## src/pkg/sfbp_pkg.sv

```systemverilog
package sfbp_pkg;

	// wishbone request side, travels as one bundle
	typedef struct packed {
		logic cyc;
		logic stb;
		logic we;
		logic [9:0] adr;
		logic [3:0] sel;
		logic [31:0] dat;
	} sfbp_wb_req_t;

	// all state of the slave
	typedef struct packed {
		logic ack;
		logic [31:0] dat;
		logic [7:0] idx;
	} sfbp_state_t;

	localparam sfbp_state_t STATE_RST = '{ack: 1'b0, dat: 32'h0000_0000, idx: 8'h00};

	// word offsets of the parameter table and header pointer
	localparam logic [9:0] OFS_HDR = 10'h00c;
	localparam logic [9:0] OFS_ERASE4K = 10'h030;
	localparam logic [9:0] OFS_DENS = 10'h034;
	localparam logic [9:0] OFS_FR_QUAD = 10'h038;
	localparam logic [9:0] OFS_FR_DUAL = 10'h03c;
	localparam logic [9:0] OFS_FR_SUP = 10'h040;
	localparam logic [9:0] OFS_FR222 = 10'h044;
	localparam logic [9:0] OFS_FR444 = 10'h048;
	localparam logic [9:0] OFS_ET12 = 10'h04c;
	localparam logic [9:0] OFS_ET34 = 10'h050;
	localparam logic [9:0] OFS_ETIME = 10'h054;
	// byte view registers
	localparam logic [9:0] OFS_IDX = 10'h100;
	localparam logic [9:0] OFS_BYTE = 10'h104;
	localparam logic [9:0] OFS_STAT = 10'h108;

	// header pointer and id msb
	localparam logic [23:0] HDR_PTR = 24'h00_0030;
	localparam logic [7:0] HDR_ID_MSB = 8'hff;

	// granularity byte
	localparam logic [1:0] ERASE_GRAN = 2'h1;
	localparam logic WR_GRAN = 1'h1;
	localparam logic VOL_BP = 1'h0;
	localparam logic WREN_SEL = 1'h0;
	localparam logic [2:0] ONES3 = 3'h7;
	localparam logic ONE1 = 1'h1;
	localparam logic [7:0] ONES8 = 8'hff;
	localparam logic [7:0] OP_ERASE4K = 8'h20;

	// read mode support
	localparam logic [1:0] ADDR_BYTES = 2'h1;
	localparam logic SUP_112 = 1'h1;
	localparam logic SUP_DTR = 1'h1;
	localparam logic SUP_122 = 1'h1;
	localparam logic SUP_144 = 1'h1;
	localparam logic SUP_114 = 1'h1;
	localparam logic SUP_222 = 1'h0;
	localparam logic SUP_444 = 1'h1;
	localparam logic [31:0] DENSITY = 32'h1fff_ffff;

	// wait cycles, mode cycles, opcode per read mode
	localparam logic [4:0] WAIT_144 = 5'h04;
	localparam logic [2:0] MODE_144 = 3'h2;
	localparam logic [7:0] OP_144 = 8'heb;
	localparam logic [4:0] WAIT_114 = 5'h08;
	localparam logic [2:0] MODE_114 = 3'h0;
	localparam logic [7:0] OP_114 = 8'h6b;
	localparam logic [4:0] WAIT_112 = 5'h08;
	localparam logic [2:0] MODE_112 = 3'h0;
	localparam logic [7:0] OP_112 = 8'h3b;
	localparam logic [4:0] WAIT_122 = 5'h00;
	localparam logic [2:0] MODE_122 = 3'h4;
	localparam logic [7:0] OP_122 = 8'hbb;
	localparam logic [4:0] WAIT_222 = 5'h00;
	localparam logic [2:0] MODE_222 = 3'h0;
	localparam logic [7:0] OP_222 = 8'hff;
	localparam logic [4:0] WAIT_444 = 5'h04;
	localparam logic [2:0] MODE_444 = 3'h2;
	localparam logic [7:0] OP_444 = 8'heb;

	// erase types: size exponent and opcode, standard and large-block sets
	localparam logic [7:0] ET1_SIZE = 8'h0c;
	localparam logic [7:0] ET1_OP = 8'h20;
	localparam logic [7:0] ET2_SIZE = 8'h0f;
	localparam logic [7:0] ET2_OP = 8'h52;
	localparam logic [7:0] ET3_SIZE_STD = 8'h10;
	localparam logic [7:0] ET3_OP_STD = 8'hd8;
	localparam logic [7:0] ET3_SIZE_LB = 8'h00;
	localparam logic [7:0] ET3_OP_LB = 8'hff;
	localparam logic [7:0] ET4_SIZE_STD = 8'h00;
	localparam logic [7:0] ET4_OP_STD = 8'hff;
	localparam logic [7:0] ET4_SIZE_LB = 8'h12;
	localparam logic [7:0] ET4_OP_LB = 8'hd8;

	// typical erase times: count and units
	localparam logic [3:0] ERASE_MULT = 4'h2;
	localparam logic [4:0] T1_CNT = 5'h06;
	localparam logic [1:0] T1_UNIT = 2'h1;
	localparam logic [4:0] T2_CNT = 5'h08;
	localparam logic [1:0] T2_UNIT = 2'h1;
	localparam logic [4:0] T3_CNT_STD = 5'h0a;
	localparam logic [1:0] T3_UNIT_STD = 2'h1;
	localparam logic [4:0] T3_CNT_LB = 5'h00;
	localparam logic [1:0] T3_UNIT_LB = 2'h0;
	localparam logic [4:0] T4_CNT_STD = 5'h00;
	localparam logic [1:0] T4_UNIT_STD = 2'h0;
	localparam logic [4:0] T4_CNT_LB = 5'h05;
	localparam logic [1:0] T4_UNIT_LB = 2'h2;

endpackage

```

## src/rtl/sfbp_rom.sv

```systemverilog
// Functional notes
// - byte 30h: 4KB erase, page write granularity
// - byte 30h bits 3,4 zero, 7:5 ones
// - 4KB erase opcode 20h at 31h, 4Dh
// - byte 4Ch holds type-1 size exponent 0Ch
// - byte 32h read modes, DTR, address bytes
// - byte 33h FFh, density word 1FFFFFFFh
// - 1-4-4 read: 4 wait, 2 mode, EBh
// - 1-1-4 read: 8 wait, 0 mode, 6Bh
// - 1-1-2 read: 8 wait, 0 mode, 3Bh
// - 1-2-2 read: 0 wait, 4 mode, BBh
// - byte 40h: no 2-2-2, has 4-4-4
// - 2-2-2 counts zero, opcode FFh
// - 4-4-4 read: 4 wait, 2 mode, EBh
// - type-2 erase 32KB, opcode 52h
// - type-3 erase 64KB/D8h, absent on large option
// - type-4 erase absent, 256KB/D8h on large option
// - erase time multiplier reads 0010b
// - type-1 and type-2 typical erase times
// - type-3 and type-4 typical erase times per option
// - header pointer bytes read 30h, 00h, 00h
// - option fixed at build to one set
//
// Design decisions made here: register access over Wishbone and the register addresses.
module sfbp_rom #(
	parameter logic LARGE_BLOCK = 1'b0
) (
	// clock and reset
	input wire logic clk_i,
	input wire logic rst_i,
	// wishbone slave
	input wire sfbp_pkg::sfbp_wb_req_t wb_req_i,
	output logic ack_o,
	output logic [31:0] dat_o
);

	sfbp_pkg::sfbp_state_t s_r;
	sfbp_pkg::sfbp_state_t s_nxt;
	logic take;
	logic rd_take;
	logic [9:0] wadr;

	// one parameter word, little-endian byte order
	function automatic logic [31:0] table_word(input logic [9:0] a, input logic lg);
		logic [31:0] w;
		w = 32'h0000_0000;
		case (a)
			sfbp_pkg::OFS_HDR: begin
				w = {sfbp_pkg::HDR_ID_MSB, sfbp_pkg::HDR_PTR};
			end
			sfbp_pkg::OFS_ERASE4K: begin
				w[7:0] = {sfbp_pkg::ONES3, sfbp_pkg::WREN_SEL, sfbp_pkg::VOL_BP,
					sfbp_pkg::WR_GRAN, sfbp_pkg::ERASE_GRAN};
				w[15:8] = sfbp_pkg::OP_ERASE4K;
				w[23:16] = {sfbp_pkg::ONE1, sfbp_pkg::SUP_114, sfbp_pkg::SUP_144,
					sfbp_pkg::SUP_122, sfbp_pkg::SUP_DTR, sfbp_pkg::ADDR_BYTES,
					sfbp_pkg::SUP_112};
				w[31:24] = sfbp_pkg::ONES8;
			end
			sfbp_pkg::OFS_DENS: begin
				w = sfbp_pkg::DENSITY;
			end
			sfbp_pkg::OFS_FR_QUAD: begin
				w[15:0] = {sfbp_pkg::OP_144, sfbp_pkg::MODE_144, sfbp_pkg::WAIT_144};
				w[31:16] = {sfbp_pkg::OP_114, sfbp_pkg::MODE_114, sfbp_pkg::WAIT_114};
			end
			sfbp_pkg::OFS_FR_DUAL: begin
				w[15:0] = {sfbp_pkg::OP_112, sfbp_pkg::MODE_112, sfbp_pkg::WAIT_112};
				w[31:16] = {sfbp_pkg::OP_122, sfbp_pkg::MODE_122, sfbp_pkg::WAIT_122};
			end
			sfbp_pkg::OFS_FR_SUP: begin
				w[7:0] = {sfbp_pkg::ONES3, sfbp_pkg::SUP_444, sfbp_pkg::ONES3,
					sfbp_pkg::SUP_222};
				w[31:8] = {3{sfbp_pkg::ONES8}};
			end
			sfbp_pkg::OFS_FR222: begin
				w[15:0] = {2{sfbp_pkg::ONES8}};
				w[31:16] = {sfbp_pkg::OP_222, sfbp_pkg::MODE_222, sfbp_pkg::WAIT_222};
			end
			sfbp_pkg::OFS_FR444: begin
				w[15:0] = {2{sfbp_pkg::ONES8}};
				w[31:16] = {sfbp_pkg::OP_444, sfbp_pkg::MODE_444, sfbp_pkg::WAIT_444};
			end
			sfbp_pkg::OFS_ET12: begin
				w[15:0] = {sfbp_pkg::ET1_OP, sfbp_pkg::ET1_SIZE};
				w[31:16] = {sfbp_pkg::ET2_OP, sfbp_pkg::ET2_SIZE};
			end
			sfbp_pkg::OFS_ET34: begin
				if (lg) begin
					// large-block set: 64KB slot absent, 256KB slot filled
					w = {sfbp_pkg::ET4_OP_LB, sfbp_pkg::ET4_SIZE_LB,
						sfbp_pkg::ET3_OP_LB, sfbp_pkg::ET3_SIZE_LB};
				end else begin
					w = {sfbp_pkg::ET4_OP_STD, sfbp_pkg::ET4_SIZE_STD,
						sfbp_pkg::ET3_OP_STD, sfbp_pkg::ET3_SIZE_STD};
				end
			end
			sfbp_pkg::OFS_ETIME: begin
				w[3:0] = sfbp_pkg::ERASE_MULT;
				w[17:4] = {sfbp_pkg::T2_UNIT, sfbp_pkg::T2_CNT,
					sfbp_pkg::T1_UNIT, sfbp_pkg::T1_CNT};
				if (lg) begin
					w[31:18] = {sfbp_pkg::T4_UNIT_LB, sfbp_pkg::T4_CNT_LB,
						sfbp_pkg::T3_UNIT_LB, sfbp_pkg::T3_CNT_LB};
				end else begin
					w[31:18] = {sfbp_pkg::T4_UNIT_STD, sfbp_pkg::T4_CNT_STD,
						sfbp_pkg::T3_UNIT_STD, sfbp_pkg::T3_CNT_STD};
				end
			end
			default: begin
				w = 32'h0000_0000;
			end
		endcase
		return w;
	endfunction

	// one table byte, picked from its word the way the host assembles them
	function automatic logic [7:0] table_byte(input logic [7:0] i, input logic lg);
		logic [31:0] w;
		w = table_word({2'b00, i[7:2], 2'b00}, lg);
		case (i[1:0])
			2'b00: return w[7:0];
			2'b01: return w[15:8];
			2'b10: return w[23:16];
			default: return w[31:24];
		endcase
	endfunction

	// a request is taken once; the ack cycle itself never starts a second one
	assign take = wb_req_i.cyc & wb_req_i.stb & ~s_r.ack;
	assign rd_take = take & ~wb_req_i.we;
	assign wadr = {wb_req_i.adr[9:2], 2'b00};

	always_comb begin
		s_nxt = s_r;
		s_nxt.ack = 1'b0;
		if (take) begin
			s_nxt.ack = 1'b1;
			s_nxt.dat = 32'h0000_0000;
			if (!wb_req_i.we) begin
				case (wadr)
					sfbp_pkg::OFS_BYTE: begin
						// read pointer steps so a byte walk runs upward
						s_nxt.dat = {24'h00_0000, table_byte(s_r.idx, LARGE_BLOCK)};
						s_nxt.idx = s_r.idx + 8'h01;
					end
					sfbp_pkg::OFS_IDX: begin
						s_nxt.dat = {24'h00_0000, s_r.idx};
					end
					sfbp_pkg::OFS_STAT: begin
						s_nxt.dat = {16'h0000, s_r.idx, 7'h00, LARGE_BLOCK};
					end
					default: begin
						s_nxt.dat = table_word(wadr, LARGE_BLOCK);
					end
				endcase
			end else if (wadr == sfbp_pkg::OFS_IDX && wb_req_i.sel[0]) begin
				s_nxt.idx = wb_req_i.dat[7:0];
			end
			// writes anywhere else are acked and dropped: the table is fixed
		end
	end

	always_ff @(posedge clk_i) begin
		if (rst_i) begin
			s_r <= sfbp_pkg::STATE_RST;
		end else begin
			s_r <= s_nxt;
		end
	end

	assign ack_o = s_r.ack;
	assign dat_o = s_r.dat;
endmodule

```

## config.mk

```make
export PLATFORM = sky130hd
export DESIGN_NAME = sfbp_rom
export DESIGN_NICKNAME = d
export VERILOG_FILES = /design/src/pkg/sfbp_pkg.sv /design/src/rtl/sfbp_rom.sv
export SDC_FILE = /design/constraint.sdc
export NUM_CORES = 1
export LEC_CHECK = 0
export BUFFER_PORTS_ARGS = -buffer_cell sky130_fd_sc_hd__buf_4
export CAP_MARGIN = 10
export CELL_PAD_IN_SITES_DETAIL_PLACEMENT = 1
export CELL_PAD_IN_SITES_GLOBAL_PLACEMENT = 2
export CORE_AREA = 2 2 108 110
export CTS_CLUSTER_DIAMETER = 150
export CTS_CLUSTER_SIZE = 20
export DETAILED_ROUTE_END_ITERATION = 12
export DIE_AREA = 0 0 110 112
export MAX_ROUTING_LAYER = met4
export PLACE_DENSITY_LB_ADDON = 0.25
export RECOVER_POWER = 50
export SETUP_SLACK_MARGIN = 0.15
export SYNTH_ARGS = -nofsm -noshare
export SYNTH_HDL_FRONTEND = slang
export SYNTH_SLANG_ARGS = --single-unit
```

## constraint.sdc

```tcl
create_clock -name clk_i -period 4 [get_ports clk_i]
set_clock_uncertainty 0.15 [all_clocks]
set_input_delay 0.2 -clock clk_i [delete_from_list [all_inputs] [get_ports clk_i]]
set_output_delay 0.2 -clock clk_i [all_outputs]
set_load 0.02 [all_outputs]
```

# After elaboration in Yosys (flattened, before gate mapping)
# Cells that the tools add are included.
dict set report word_totals {
  ram_bits 0
  rom_bits 0
  elab_cells 48
  latchBits 0
  output_inout_bits 33
  input_bits 51
  regBits 41
  mem_count 0
}
dict set report op_classes {
  shifts 0
  reduce_logical 4
  multipliers 0
  n_div 0
  magnitude_cmp 0
  mux 9
  add_sub_neg 1
  bitwise 3
  eq_ne 28
}
# cell n
set op_table {}
lappend op_table {{32-bit one-hot mux with 11 select lines} 2}
lappend op_table {{32-bit one-hot mux with 3 select lines} 1}
lappend op_table {{8-bit by 5-bit == test with 1-bit output, second input constant} 6}
lappend op_table {{41-bit 2-to-1 mux} 1}
lappend op_table {{6-bit by 5-bit == test with 1-bit output, second input constant} 6}
lappend op_table {{8-bit by 4-bit == test with 1-bit output, second input constant} 4}
lappend op_table {{32-bit 2-to-1 mux} 1}
lappend op_table {{6-bit by 4-bit == test with 1-bit output, second input constant} 4}
lappend op_table {{8-bit by 7-bit == test with 1-bit output, second input constant} 3}
lappend op_table {{8-bit 2-to-1 mux} 3}
lappend op_table {{8-bit one-hot mux with 3 select lines} 1}
lappend op_table {{8-bit by 1-bit adder with 8-bit output, second input constant} 1}
lappend op_table {{8-bit by 2-bit == test with 1-bit output, second input constant} 1}
lappend op_table {{6-bit by 2-bit == test with 1-bit output, second input constant} 1}
lappend op_table {{3-bit AND reduction} 1}
lappend op_table {{1-bit AND} 2}
lappend op_table {{2-bit by 1-bit == test with 1-bit output, second input constant} 1}
lappend op_table {{2-bit == test, second input constant} 1}
lappend op_table {{2-bit logical NOT} 1}
lappend op_table {{2-bit by 1-bit inequality test with 1-bit output, second input constant} 1}
lappend op_table {{2-bit nonzero test} 1}
lappend op_table {{1-bit logical AND} 1}
lappend op_table {{1-bit NOT} 1}

# Logic depth before layout (Yosys ltp)
# Gate-level depths: netlist of run 1.
dict set report depth {
  word_depth 6
  mapped_depth 9
  mapped_depth_nobuf 8
}

# Worst setup path after synthesis of run 1
# Ideal clock, no wire load.
dict set report synth_timing {
  path_type {flip-flop to flip-flop}
  start {register s_r[0] in the netlist's numbering}
  end {register s_r (netlist bit dat_o[1])}
  path_buffers 0
  period_less_slack_ns 2.433
  stages_incl_launch_ff 9
  required_ns 3.733
  t_arrival_ns 2.166
  setup_time_ns 0.117
  path_slack_ns 1.567
  path_cell_list {dfxtp_1 inv_1 ha_1 nor2b_1 a221o_1 a311oi_1 o22ai_1 a221o_1 a32o_1}
}
dict set report synth_between {
  elab_chain_cells 4
  elab_cells_between_ends 6
  classes_between {eq/ne (2); mux (3); reduce/logical (1)}
}
# element line
set synth_rtl {}
lappend synth_rtl {{from (decl)} sfbp_rom.sv:37} ;# sfbp_pkg::sfbp_state_t s_r;
lappend synth_rtl {{from (signal assigned)} sfbp_rom.sv:166} ;# s_r <= sfbp_pkg::STATE_RST;
lappend synth_rtl {{from (signal assigned)} sfbp_rom.sv:168} ;# s_r <= s_nxt;
lappend synth_rtl {{2-bit == test (tied with other cells)} sfbp_rom.sv:121} ;# case (i[1:0])
lappend synth_rtl {{8-bit one-hot mux with 3 select lines *} sfbp_rom.sv:121}
lappend synth_rtl {{32-bit one-hot mux with 3 select lines *} sfbp_rom.sv:141} ;# case (wadr)
lappend synth_rtl {{32-bit 2-to-1 mux *} sfbp_rom.sv:140} ;# if (!wb_req_i.we) begin
# Mark *: on every way between the ends. The rest lies on a longest branch, timed or not.
# A chain may end at the register's enable or synchronous reset.

# Final worst setup path of run 1
# Ends and elaborated chain as after synthesis.

==> impl_summary.txt, run 1 <==
----------------------------------------------------
[Die]
  Rows ... 39
  Count of pins on the block boundary ... 84
  Die Height ... 112 um
  DIE AREA ... 0.0123 sq mm
  Starting Density ... 0.314
  Width of the die ... 110 um
  Core Region ... 0.0112 sq mm

[Critical path]
  Longest individual stage delay on the worst path ... 0.53 ns
  Buffers and inverters on the worst path ... 1
  Critical path class ... reg2reg
  Max Fanout on Critical Path ... 8
  CP top delay family ... compound AO/OA/AOI/OAI gates
  Dominant cell type by count on the critical path ... a221o_1
  Endpoint arrival time on the critical path ... 2.96 ns
  Endpoint of the most critical register-to-register path ... dat_o[1]
  Critical path data required time ... 4.03 ns
  Crit Reg-Reg Startpoint ... s_r[0]
  FF-to-FF path depth ... 8
  Total stage count of the critical path ... 8
  Cells along the critical path ... inv_1 > ha_1 > nor2b_1 > a221o_1 > a311oi_1 > o22ai_1 > a221o_1 > a32o_1
  Slowest cell on crit path ... dfxtp_1
  Critical Path End Type ... register
  CP Launch Type ... register
  Flop-to-flop setup slack ... 1.07 ns

[Placement]
  Routability cong. ... 0.890
  DP HPWL ... 8590 um
  Count of input and output buffers ... 54

[Drt]
  DR DRC count ... 0
  Via density per instance ... 5.72
  Starting DRT DRC Count ... 204
  Mean routed wirelength per cell ... 19.3 um
  Count of TritonRoute iterations in the first routing pass ... 5
  Antenna Nets Post-Route ... 0
  Number of vias in the routed layout ... 3555
  Total wire length after detailed routing ... 12000 um

[Finish]
  Area of the multi-input gates ... 0.00225 sq mm
  Sequential Area ... 801 sq um
  Commonest non-fill, non-tap cells in the layout ... nor2_1, a21oi_1, nand2_1, dfxtp_1, o21ai_0
  Area growth from synthesis to layout ... 7.31%
  Filler Cell Count ... 1400
  Most frequent standard cell in the layout excluding fill and tap cells ... nor2_1
  Fraction of final layout cells sized beyond drive strength 1 ... 0.109
  Layout Nets ... 533
  Antenna diode instance count ... 0

[Power]
  P per Cell Area ... 270 mW/mm^2
  Leakage ... 0.00126 uW
  Worst ir drop on vdd ... 143 uV
  Total power of the final layout ... 1020 uW

[Synthesis]
  Share of synthesized registers carrying an async set or reset ... 0
  Synthesized Nets ... 541
  Post-synthesis sequential area ratio ... 0.228
  Unique cell type count in the Yosys netlist ... 65
  Number of synthesized register bits ... 40
  Prevailing post-synth register cell ... dfxtp_1
  Number of flops mapped to enable cells by yosys ... 0
  Cell count after synthesis ... 486
  Area of the mapped netlist ... 0.00351 sq mm
  Yosys warns ... 0
  Mean area per synthesized cell ... 7.22 sq um

[Clock tree]
  Number of cells upsized or downsized after cts ... 0
  Worst-path clk slew ... 0.06 ns
  Clock Latency Late Sink ... 0.29 ns
  Number of buffers between clock root and the deepest sink ... 2
  CTS buffer count ... 5
  Clk root buf ... clkbuf_16
  CTS H-tree lvls ... 2
  CTS hold repair buffers ... 0
  Number of sinks handled by clock tree synthesis ... 40
  CTS tree ... yes
  Post-CTS setup-driven buffer insertion count ... 0

[STA]
  Shortest clock period the worst path allows after layout ... 2.93 ns
  Sum of negative setup slack ... 0 ns
  Worst slew margin relative to its limit ... 0.219
  Fraction of the cycle the final worst path needs ... 0.732
  Final setup vio count ... 0
  Highest clock frequency the design can meet ... 341 MHz
  Count of final max-slew check failures ... 0
  Setup repair after global routing missed its margin ... false
  Slew @ Worst Pin ... 1.17 ns
  Fin. Hold Viols ... 0

[Global route]
  Total global-route track usage ... 0.209
  Largest net degree at the start of global routing ... 36
  Gr ovfl total ... 0
  Vias in the first global route ... 3747
  Wire length of the first global-routing pass ... 19800 um
  Number of antenna violations at the first check in global routing ... 0

[Worst hold path]
  Worst min path class ... in2reg
  Terminating pin of the worst hold path ... s_r[0]
  Hold Crit Depth ... 3
  Min-delay src ... wb_req_i[0]

[Run]
  Number of maximum-capacitance violations ... 0

[Outcome]
  Outcome ... complete, no violations

----------------------------------------------------
## power breakdown
part / switching, uW / total, uW / internal (uW)
registers: 0.566 / 400 / 399
clock network: 179 / 508 / 329
logic: 70.6 / 107 / 36.4
## state kept, by name, indices dropped and copies added (netlist names)
signal,flops
s_r,8
ack_o,1
dat_o,31
## cell type report
cell class | count | area share
timing repair buffer | 59 | 0.0837
sequential | 40 | 0.213
clock buffer | 7 | 0.0405
clock inverter | 1 | 0.00798
inverter | 11 | 0.0110
multi-input combinational | 361 | 0.597
tap | 143 | 0.0475
## through the flow
| stage | utilization | area [sq um] | cells | hold WS [ns] | setup slack, ns |
|---|---|---|---|---|---|
| 5_1_grt | 0.337 | 3760 | 622 | 0.0572 | 0.906 |
| 4_1_cts | 0.348 | 3890 | 622 | 0.0361 | 1.09 |
| 2_1_floorplan | - | 3510 | 486 | 0.218 | 1.57 |
| 3_3_place_gp | 0.332 | 3710 | 614 | 0.295 | 1.11 |
| 3_5_place_dp | 0.332 | 3710 | 614 | 0.303 | 1.12 |
| 6_report | 0.337 | 3760 | 622 | 0.0427 | 1.07 |
## cell usage after synthesis (9+ instances only)
cell | n | area [sq um]
a21oi_1 | 44 | 220
dfxtp_1 | 40 | 801
nand2_1 | 43 | 161
nand2b_1 | 11 | 68.8
buf_2 | 15 | 75.1
clkbuf_1 | 21 | 78.8
o21ai_0 | 39 | 195
a22oi_1 | 14 | 105
inv_1 | 11 | 41.3
nor2b_1 | 12 | 75.1
nand3_1 | 9 | 45.0
buf_4 | 33 | 248
nor2_1 | 48 | 180
## metal layers
layer,share of wire,global-route usage
met1,0.44,0.257
met2,0.51,0.354
met3,0.033,0.0310
met4,0.016,0.0506
met5,0,-
## worst reg2reg max path, cell delays in order, from the launching register on
cell and delay, ns:
dfxtp_1 0.53, inv_1 0.15, ha_1 0.34, nor2b_1 0.25
a221o_1 0.39, a311oi_1 0.29, o22ai_1 0.13, a221o_1 0.36
a32o_1 0.25
## worst max-delay path by stage
stage	start	to
finish	s_r[0]	dat_o[1]
global route	s_r[0]	dat_o[1]
CTS	s_r[0]	dat_o[1]
detailed placement	s_r[0]	dat_o[1]
global placement	s_r[0]	dat_o[1]
floorplan	s_r[0]	dat_o[1]
## cell families after synthesis
group | Yosys count | share of synthesized area
AO/OA/AOI/OAI | 170 | 0.321
XOR/XNOR | 2 | 0.00499
adder cells (fa/ha/maj) | 6 | 0.0200
buffers and inverters | 85 | 0.132
flip-flops | 40 | 0.228
multiplexers | 9 | 0.0267
AND/OR/NAND/NOR | 174 | 0.267
(Power assumes the default switching activity.)
==> inputs of run 2 (changes only) <==
--- a/config.mk
+++ b/config.mk
@@ -5,15 +5,16 @@
 export SDC_FILE = /design/constraint.sdc
 export NUM_CORES = 1
 export LEC_CHECK = 0
+export ABC_AREA = 1
 export BUFFER_PORTS_ARGS = -buffer_cell sky130_fd_sc_hd__buf_4
 export CAP_MARGIN = 10
 export CELL_PAD_IN_SITES_DETAIL_PLACEMENT = 1
 export CELL_PAD_IN_SITES_GLOBAL_PLACEMENT = 2
-export CORE_AREA = 2 2 108 110
+export CORE_AREA = 2 2 119 121
 export CTS_CLUSTER_DIAMETER = 150
 export CTS_CLUSTER_SIZE = 20
 export DETAILED_ROUTE_END_ITERATION = 12
-export DIE_AREA = 0 0 110 112
+export DIE_AREA = 0 0 121 123
 export MAX_ROUTING_LAYER = met4
 export PLACE_DENSITY_LB_ADDON = 0.25
 export RECOVER_POWER = 50
==> constraint.sdc (replaced) <==
create_clock -name clk_i -period 2.65 [get_ports clk_i]
set_clock_uncertainty 0.15 [all_clocks]
set_input_delay 0.1325 -clock clk_i [delete_from_list [all_inputs] [get_ports clk_i]]
set_output_delay 0.1325 -clock clk_i [all_outputs]
set_load 0.02 [all_outputs]
==> run 2 against run 1 <==
  * Setup slack got worse by 0.55 ns
  * Global-route usage down 4.3 points
  * Area after synthesis down 8.3%
  * Cell area down 3.8%
==> impl_summary.txt, run 2 <==
----------------------------------------------------
[Finish]
  Area growth from synthesis to layout ... 12.6%
  Fraction of final layout cells sized beyond drive strength 1 ... 0.119
  Post-route cell area ... 0.00362 sq mm
  Layout Nets ... 620
  Most frequent standard cell in the layout excluding fill and tap cells ... nand2_1
  Commonest non-fill, non-tap cells in the layout ... nand2_1, nor2_1, a21oi_1, inv_1, nand3_1
  Max FFs per register ... 31
  Antenna diode instance count ... 0

[Critical path]
  Critical path class ... reg2reg
  Longest individual stage delay on the worst path ... 0.42 ns
  Max Fanout on Critical Path ... 7
  Endpoint arrival time on the critical path ... 2.20 ns
  Cells along the critical path ... nor2_1 > clkinv_1 > nor2_1 > nand2_1 > inv_1 > o21ai_0 > a21oi_1 > a21oi_1 > nor2_1
  Critical path data required time ... 2.73 ns
  CP Launch Type ... register
  Dominant cell type by count on the critical path ... nor2_1
  Slowest cell on crit path ... nor2_1
  Critical Path End Type ... register

[Drt]
  Via density per instance ... 4.63
  Starting DRT DRC Count ... 150
  Count of TritonRoute iterations in the first routing pass ... 4
  Total wire length after detailed routing ... 11400 um
  Number of vias in the routed layout ... 3453
  DR DRC count ... 0
  Antenna Nets Post-Route ... 0
  Mean routed wirelength per cell ... 15.3 um

[Global route]
  Gr ovfl total ... 0
  Vias in the first global route ... 3506
  Largest net degree at the start of global routing ... 41
  Number of antenna violations at the first check in global routing ... 0
  Total global-route track usage ... 0.166
  Wire length of the first global-routing pass ... 18700 um

[Die]
  Starting Density ... 0.236
  Count of pins on the block boundary ... 84
  Width of the die ... 121 um
  Die Height ... 123 um
  Core Region ... 0.0136 sq mm
  DIE AREA ... 0.0149 sq mm
  Rows ... 43

[Clock tree]
  Number of sinks handled by clock tree synthesis ... 40
  Worst-path clk slew ... 0.06 ns
  CTS H-tree lvls ... 2
  CTS buffer count ... 5
  Number of buffers between clock root and the deepest sink ... 2
  CTS tree ... yes
  Clk root buf ... clkbuf_16
  Clock Latency Late Sink ... 0.29 ns

[Synthesis]
  Area of the mapped netlist ... 0.00322 sq mm
  Yosys warns ... 0
  Unique cell type count in the Yosys netlist ... 30
  Prevailing post-synth register cell ... dfxtp_1
  Share of synthesized registers carrying an async set or reset ... 0
  Library cell occupying the most area in the post-synthesis netlist ... dfxtp_1
  Cell count after synthesis ... 542
  Number of flops mapped to enable cells by yosys ... 0
  Top cell type's share of synthesized area ... 0.249
  Top post-synthesis cells by count ... nand2_1, nor2_1, a21oi_1
  Top post-synthesis cells by area ... dfxtp_1, nand2_1, a21oi_1, nor2_1, buf_4
  Synthesized Nets ... 597
  Most instantiated library cell after synthesis ... nand2_1
  Number of synthesized register bits ... 40
  Mean area per synthesized cell ... 5.94 sq um
  Post-synthesis sequential area ratio ... 0.249

[Placement]
  Count of input and output buffers ... 54
  Placement-stage cell area ... 0.00358 sq mm
  DP HPWL ... 9130 um
  Routability cong. ... 0.838

[STA]
  Setup repair after global routing missed its margin ... false
  Final setup vio count ... 0
  Highest clock frequency the design can meet ... 470 MHz
  Shortest clock period the worst path allows after layout ... 2.13 ns
  Worst slew margin relative to its limit ... 0.553
  Fraction of the cycle the final worst path needs ... 0.803
  Sum of negative setup slack ... 0 ns
  Slew @ Worst Pin ... 0.671 ns
  Count of final max-slew check failures ... 0
  Hold WS ... 0.0396 ns
  Fin. Hold Viols ... 0

[Worst hold path]
  Worst min path class ... in2reg

[Power]
  P per Cell Area ... 359 mW/mm^2
  Worst ir drop on vdd ... 203 uV
  Leakage ... 0.00170 uW

[Run]
  Number of maximum-capacitance violations ... 0

[Outcome]
  Outcome ... complete, no violations

----------------------------------------------------
[run 2: cell types whose count changed after synthesis, sizes merged, moves of 16 or more]
cell / before / now
buf: 53 / 37
nor2: 48 / 77
inv: 11 / 55
nand3: 9 / 50
o21ai: 40 / 24
nand2: 44 / 155
[run 2: kinds of logic (layout without fill, tap and decap cells)]
logic type,after synthesis,in the layout,synth area share
flops,40,40,0.249
buf+inv,103,126,0.161
fa+ha+maj,4,4,0.0156
xor+xnor,3,3,0.00817
simple gates,302,302,0.414
compound gates,90,90,0.152
[run 2: what timing repair did]
action                                 CTS  global route
resized for setup                        0             0
hold buffers                             3             0
endpoints found under the hold margin    3             0
buffers inserted                         0             0
[run 2: worst max-delay path, delay by kind of cell (launching register included)]
family / cells / cell delay [ns]
AO/OA/AOI/OAI: 3 / 0.33
AND/OR/NAND/NOR: 4 / 0.84
flip-flops: 1 / 0.31
buffers and inverters: 2 / 0.42
[run 2: worst paths after layout]
path | slack [ns] | from | end | depth (start not counted)
setup reg to reg | 0.52 | ack_o | s_r[6] | 9
setup / recovery | 0.52 | ack_o | s_r[6] | 9
hold / removal | 0.04 | wb_req_i[46] | s_r[2] | 3
hold reg to reg | 0.31 | dat_o[29] | dat_o[29] | 2
[run 2: cell type report]
type                            count  area [sq um]
Clock buffer                        6           129
Clock inverter                      1          5.00
Fill cell                        1778          9990
Inverter                           56           210
Multi-Input combinational cell    399          1900
Sequential cell                    40           801
Tap cell                          180           225
Timing Repair Buffer               63           354
[run 2: per-stage QoR]
step | util | instances | power (uW) | worst slack [ns]
after floorplan | - | 542 | 679 | 0.989
after global routing | 0.266 | 745 | 1360 | 0.329
after CTS | 0.275 | 745 | 1330 | 0.556
final | 0.266 | 745 | 1300 | 0.522
after detailed placement | 0.263 | 735 | 733 | 0.543
after global placement | 0.263 | 735 | 731 | 0.560
[run 2: power breakdown]
group          switching, uW  total [uW]  leakage (uW)  internal [uW]
clock network            238         580     0.0000667            342
registers               1.10         604      0.000322            603
logic                   74.0         115       0.00131           40.8
total                    313        1300       0.00170            986
[run 2: routing by layer]
metal	global-route usage	share of wire	vias to the layer above
met3	0.0244	0.037	5
met1	0.237	0.52	1607
met2	0.250	0.43	61
met4	0.0327	0.0073	0
li1	-	-	1780
met5	-	0	-
==> inputs of run 3 (changes only) <==
--- a/config.mk
+++ b/config.mk
@@ -10,11 +10,11 @@
 export CAP_MARGIN = 10
 export CELL_PAD_IN_SITES_DETAIL_PLACEMENT = 1
 export CELL_PAD_IN_SITES_GLOBAL_PLACEMENT = 2
-export CORE_AREA = 2 2 119 121
+export CORE_AREA = 2 2 113 115
 export CTS_CLUSTER_DIAMETER = 150
 export CTS_CLUSTER_SIZE = 20
 export DETAILED_ROUTE_END_ITERATION = 12
-export DIE_AREA = 0 0 121 123
+export DIE_AREA = 0 0 115 117
 export MAX_ROUTING_LAYER = met4
 export PLACE_DENSITY_LB_ADDON = 0.25
 export RECOVER_POWER = 50
==> constraint.sdc (replaced) <==
create_clock -name clk_i -period 2.1 [get_ports clk_i]
set_clock_uncertainty 0.15 [all_clocks]
set_input_delay 0.105 -clock clk_i [delete_from_list [all_inputs] [get_ports clk_i]]
set_output_delay 0.105 -clock clk_i [all_outputs]
set_load 0.02 [all_outputs]
==> run 3 against run 2 <==
  * Combinational power increased by 27%
  * First-iteration DRC count grew 84%
  * Routed wire length grew 0.56%
  * Clock power grew 60%
  * Flip-flop and latch count did not move
  * Sequential share of layout area is 1.2 points lower
  * Clock-buffer cell count stayed put
  * Register-to-register slack worse by 0.30 ns
  * Non-clock buffer count grew 20
  * Cell area is 8.2% higher
  * Cell count decreased by 1.2%
  * Largest power group is now clock
==> impl_summary.txt, run 3 (synthesis gave the netlist of run 2 again) <==
----------------------------------------------------
[Die]
  Count of pins on the block boundary ... 84
  Die Height ... 117 um
  Width of the die ... 115 um
  Core Region ... 0.0123 sq mm
  DIE AREA ... 0.0135 sq mm
  Starting Density ... 0.261
  Rows ... 41

[Critical path]
  Max Fanout on Critical Path ... 6
  Critical Path End Type ... register
  Slowest cell on crit path ... dfxtp_4
  Longest individual stage delay on the worst path ... 0.38 ns
  Critical path class ... reg2reg
  Endpoint arrival time on the critical path ... 1.88 ns
  Cells along the critical path ... nand2_4 > clkinvlp_4 > buf_4 > nand3_1 > nand3_1 > o21ai_1 > nand3_1 > nand2_1 > nand2_1 > nand2_1 > a21oi_1
  Critical path data required time ... 2.11 ns
  CP Launch Type ... register

[STA]
  Shortest clock period the worst path allows after layout ... 1.88 ns
  Sum of negative setup slack ... 0 ns
  Fraction of the cycle the final worst path needs ... 0.895
  Hold WS ... 0.00693 ns
  Count of final max-slew check failures ... 0
  Slew @ Worst Pin ... 0.639 ns
  Fin. Hold Viols ... 0
  Highest clock frequency the design can meet ... 532 MHz
  Setup repair after global routing missed its margin ... true
  Final setup vio count ... 0
  Worst-case setup margin in the final layout ... 0.220 ns
  Worst slew margin relative to its limit ... 0.574

[Drt]
  Starting DRT DRC Count ... 276
  Number of vias in the routed layout ... 3522
  Count of TritonRoute iterations in the first routing pass ... 4
  Mean routed wirelength per cell ... 15.6 um
  Antenna Nets Post-Route ... 0
  DR DRC count ... 0
  Via density per instance ... 4.79
  Total wire length after detailed routing ... 11500 um

[Global route]
  Vias in the first global route ... 3385
  Gr ovfl total ... 0
  Total global-route track usage ... 0.178
  Number of antenna violations at the first check in global routing ... 0
  Largest net degree at the start of global routing ... 41
  Wire length of the first global-routing pass ... 18200 um

[Worst hold path]
  Worst min path class ... in2reg

[Clock tree]
  CTS H-tree lvls ... 2
  CTS buffer count ... 5
  Number of sinks handled by clock tree synthesis ... 40
  Clk root buf ... clkbuf_16
  CTS tree ... yes
  Number of buffers between clock root and the deepest sink ... 2
  Worst-path clk slew ... 0.06 ns
  Clock Latency Late Sink ... 0.29 ns

[Outcome]
  Outcome ... complete, no violations

[Finish]
  Area growth from synthesis to layout ... 21.8%
  Number of standard cells in the final layout excluding fillers ... 736
  Most frequent standard cell in the layout excluding fill and tap cells ... nand2_1
  Filler Cell Count ... 1618
  Commonest non-fill, non-tap cells in the layout ... nand2_1, nor2_1, a21oi_1, inv_1
  Max FFs per register ... 31
  Layout Nets ... 640
  Antenna diode instance count ... 0
  Fraction of final layout cells sized beyond drive strength 1 ... 0.203
  Sequential Area ... 818 sq um
  Area of the multi-input gates ... 0.00199 sq mm
  Post-route cell area ... 0.00392 sq mm

[Power]
  Worst ir drop on vdd ... 507 uV
  Leakage ... 0.00184 uW
  P per Cell Area ... 467 mW/mm^2

[Run]
  Number of maximum-capacitance violations ... 0

[Placement]
  Placement-stage cell area ... 0.00363 sq mm
  DP HPWL ... 8990 um
  Count of input and output buffers ... 54
  Number of cells in the design after placement ... 716
  Worst slack at placement ... 0.0784 ns
  Routability cong. ... 0.845

----------------------------------------------------
run 3: cell type report:
cell class / count / share of cell area
clock buffers: 6 / 0.0354
clock inverters: 2 / 0.00990
inverters: 56 / 0.0546
multi-input cells: 399 / 0.509
flip-flops and latches: 40 / 0.209
well taps: 150 / 0.0479
repair buffers: 83 / 0.134
run 3: timing repair:
| item | in CTS | in global routing |
|---|---|---|
| setup buffers | 0 | 8 |
| hold buffers | 4 | 0 |
| hold endpoints to repair | 4 | 0 |
| resized for setup | 10 | 34 |
| endpoints found under the setup margin | 6 | 11 |
| pin swaps | 0 | 5 |
run 3: worst paths after layout:
kind | endpoint | depth (start not counted) | slack (ns) | from
max | dat_o[6] | 11 | 0.22 | s_r[5]
max reg2reg | dat_o[6] | 11 | 0.22 | s_r[5]
min | s_r[2] | 3 | 0.007 | wb_req_i[46]
min reg2reg | dat_o[25] | 2 | 0.31 | dat_o[25]
run 3: worst max-delay path, delay by kind of cell, from the launching register on:
| family | cells | cell delay, ns |
|---|---|---|
| buffers and inverters | 2 | 0.29 |
| DFF | 1 | 0.38 |
| AOI/OAI and AO/OA | 2 | 0.24 |
| and+or+nand+nor | 7 | 0.68 |
run 3: metal layers:
layer / GRT usage / routed length (um) / up-vias
met2: 0.265 / 5000 / 67
met4: 0.0289 / 58 / 0
li1: - / - / 1809
met3: 0.0232 / 385 / 5
met1: 0.260 / 6030 / 1641
met5: - / 0 / -
run 3: power breakdown:
group	switching [uW]	internal, uW	leakage (uW)	total (uW)
sequential	1.38	757	0.000327	758
combinational	91.9	54.6	0.00143	146
clock	330	596	0.0000871	926
total	424	1410	0.00184	1830
run 3: through the flow:
| step | total power [uW] | util |
|---|---|---|
| 2_1_floorplan | 857 | - |
| 3_3_place_gp | 922 | 0.295 |
| 3_5_place_dp | 923 | 0.295 |
| 4_1_cts | 1870 | 0.315 |
| 5_1_grt | 1910 | 0.318 |
| 6_report | 1830 | 0.318 |
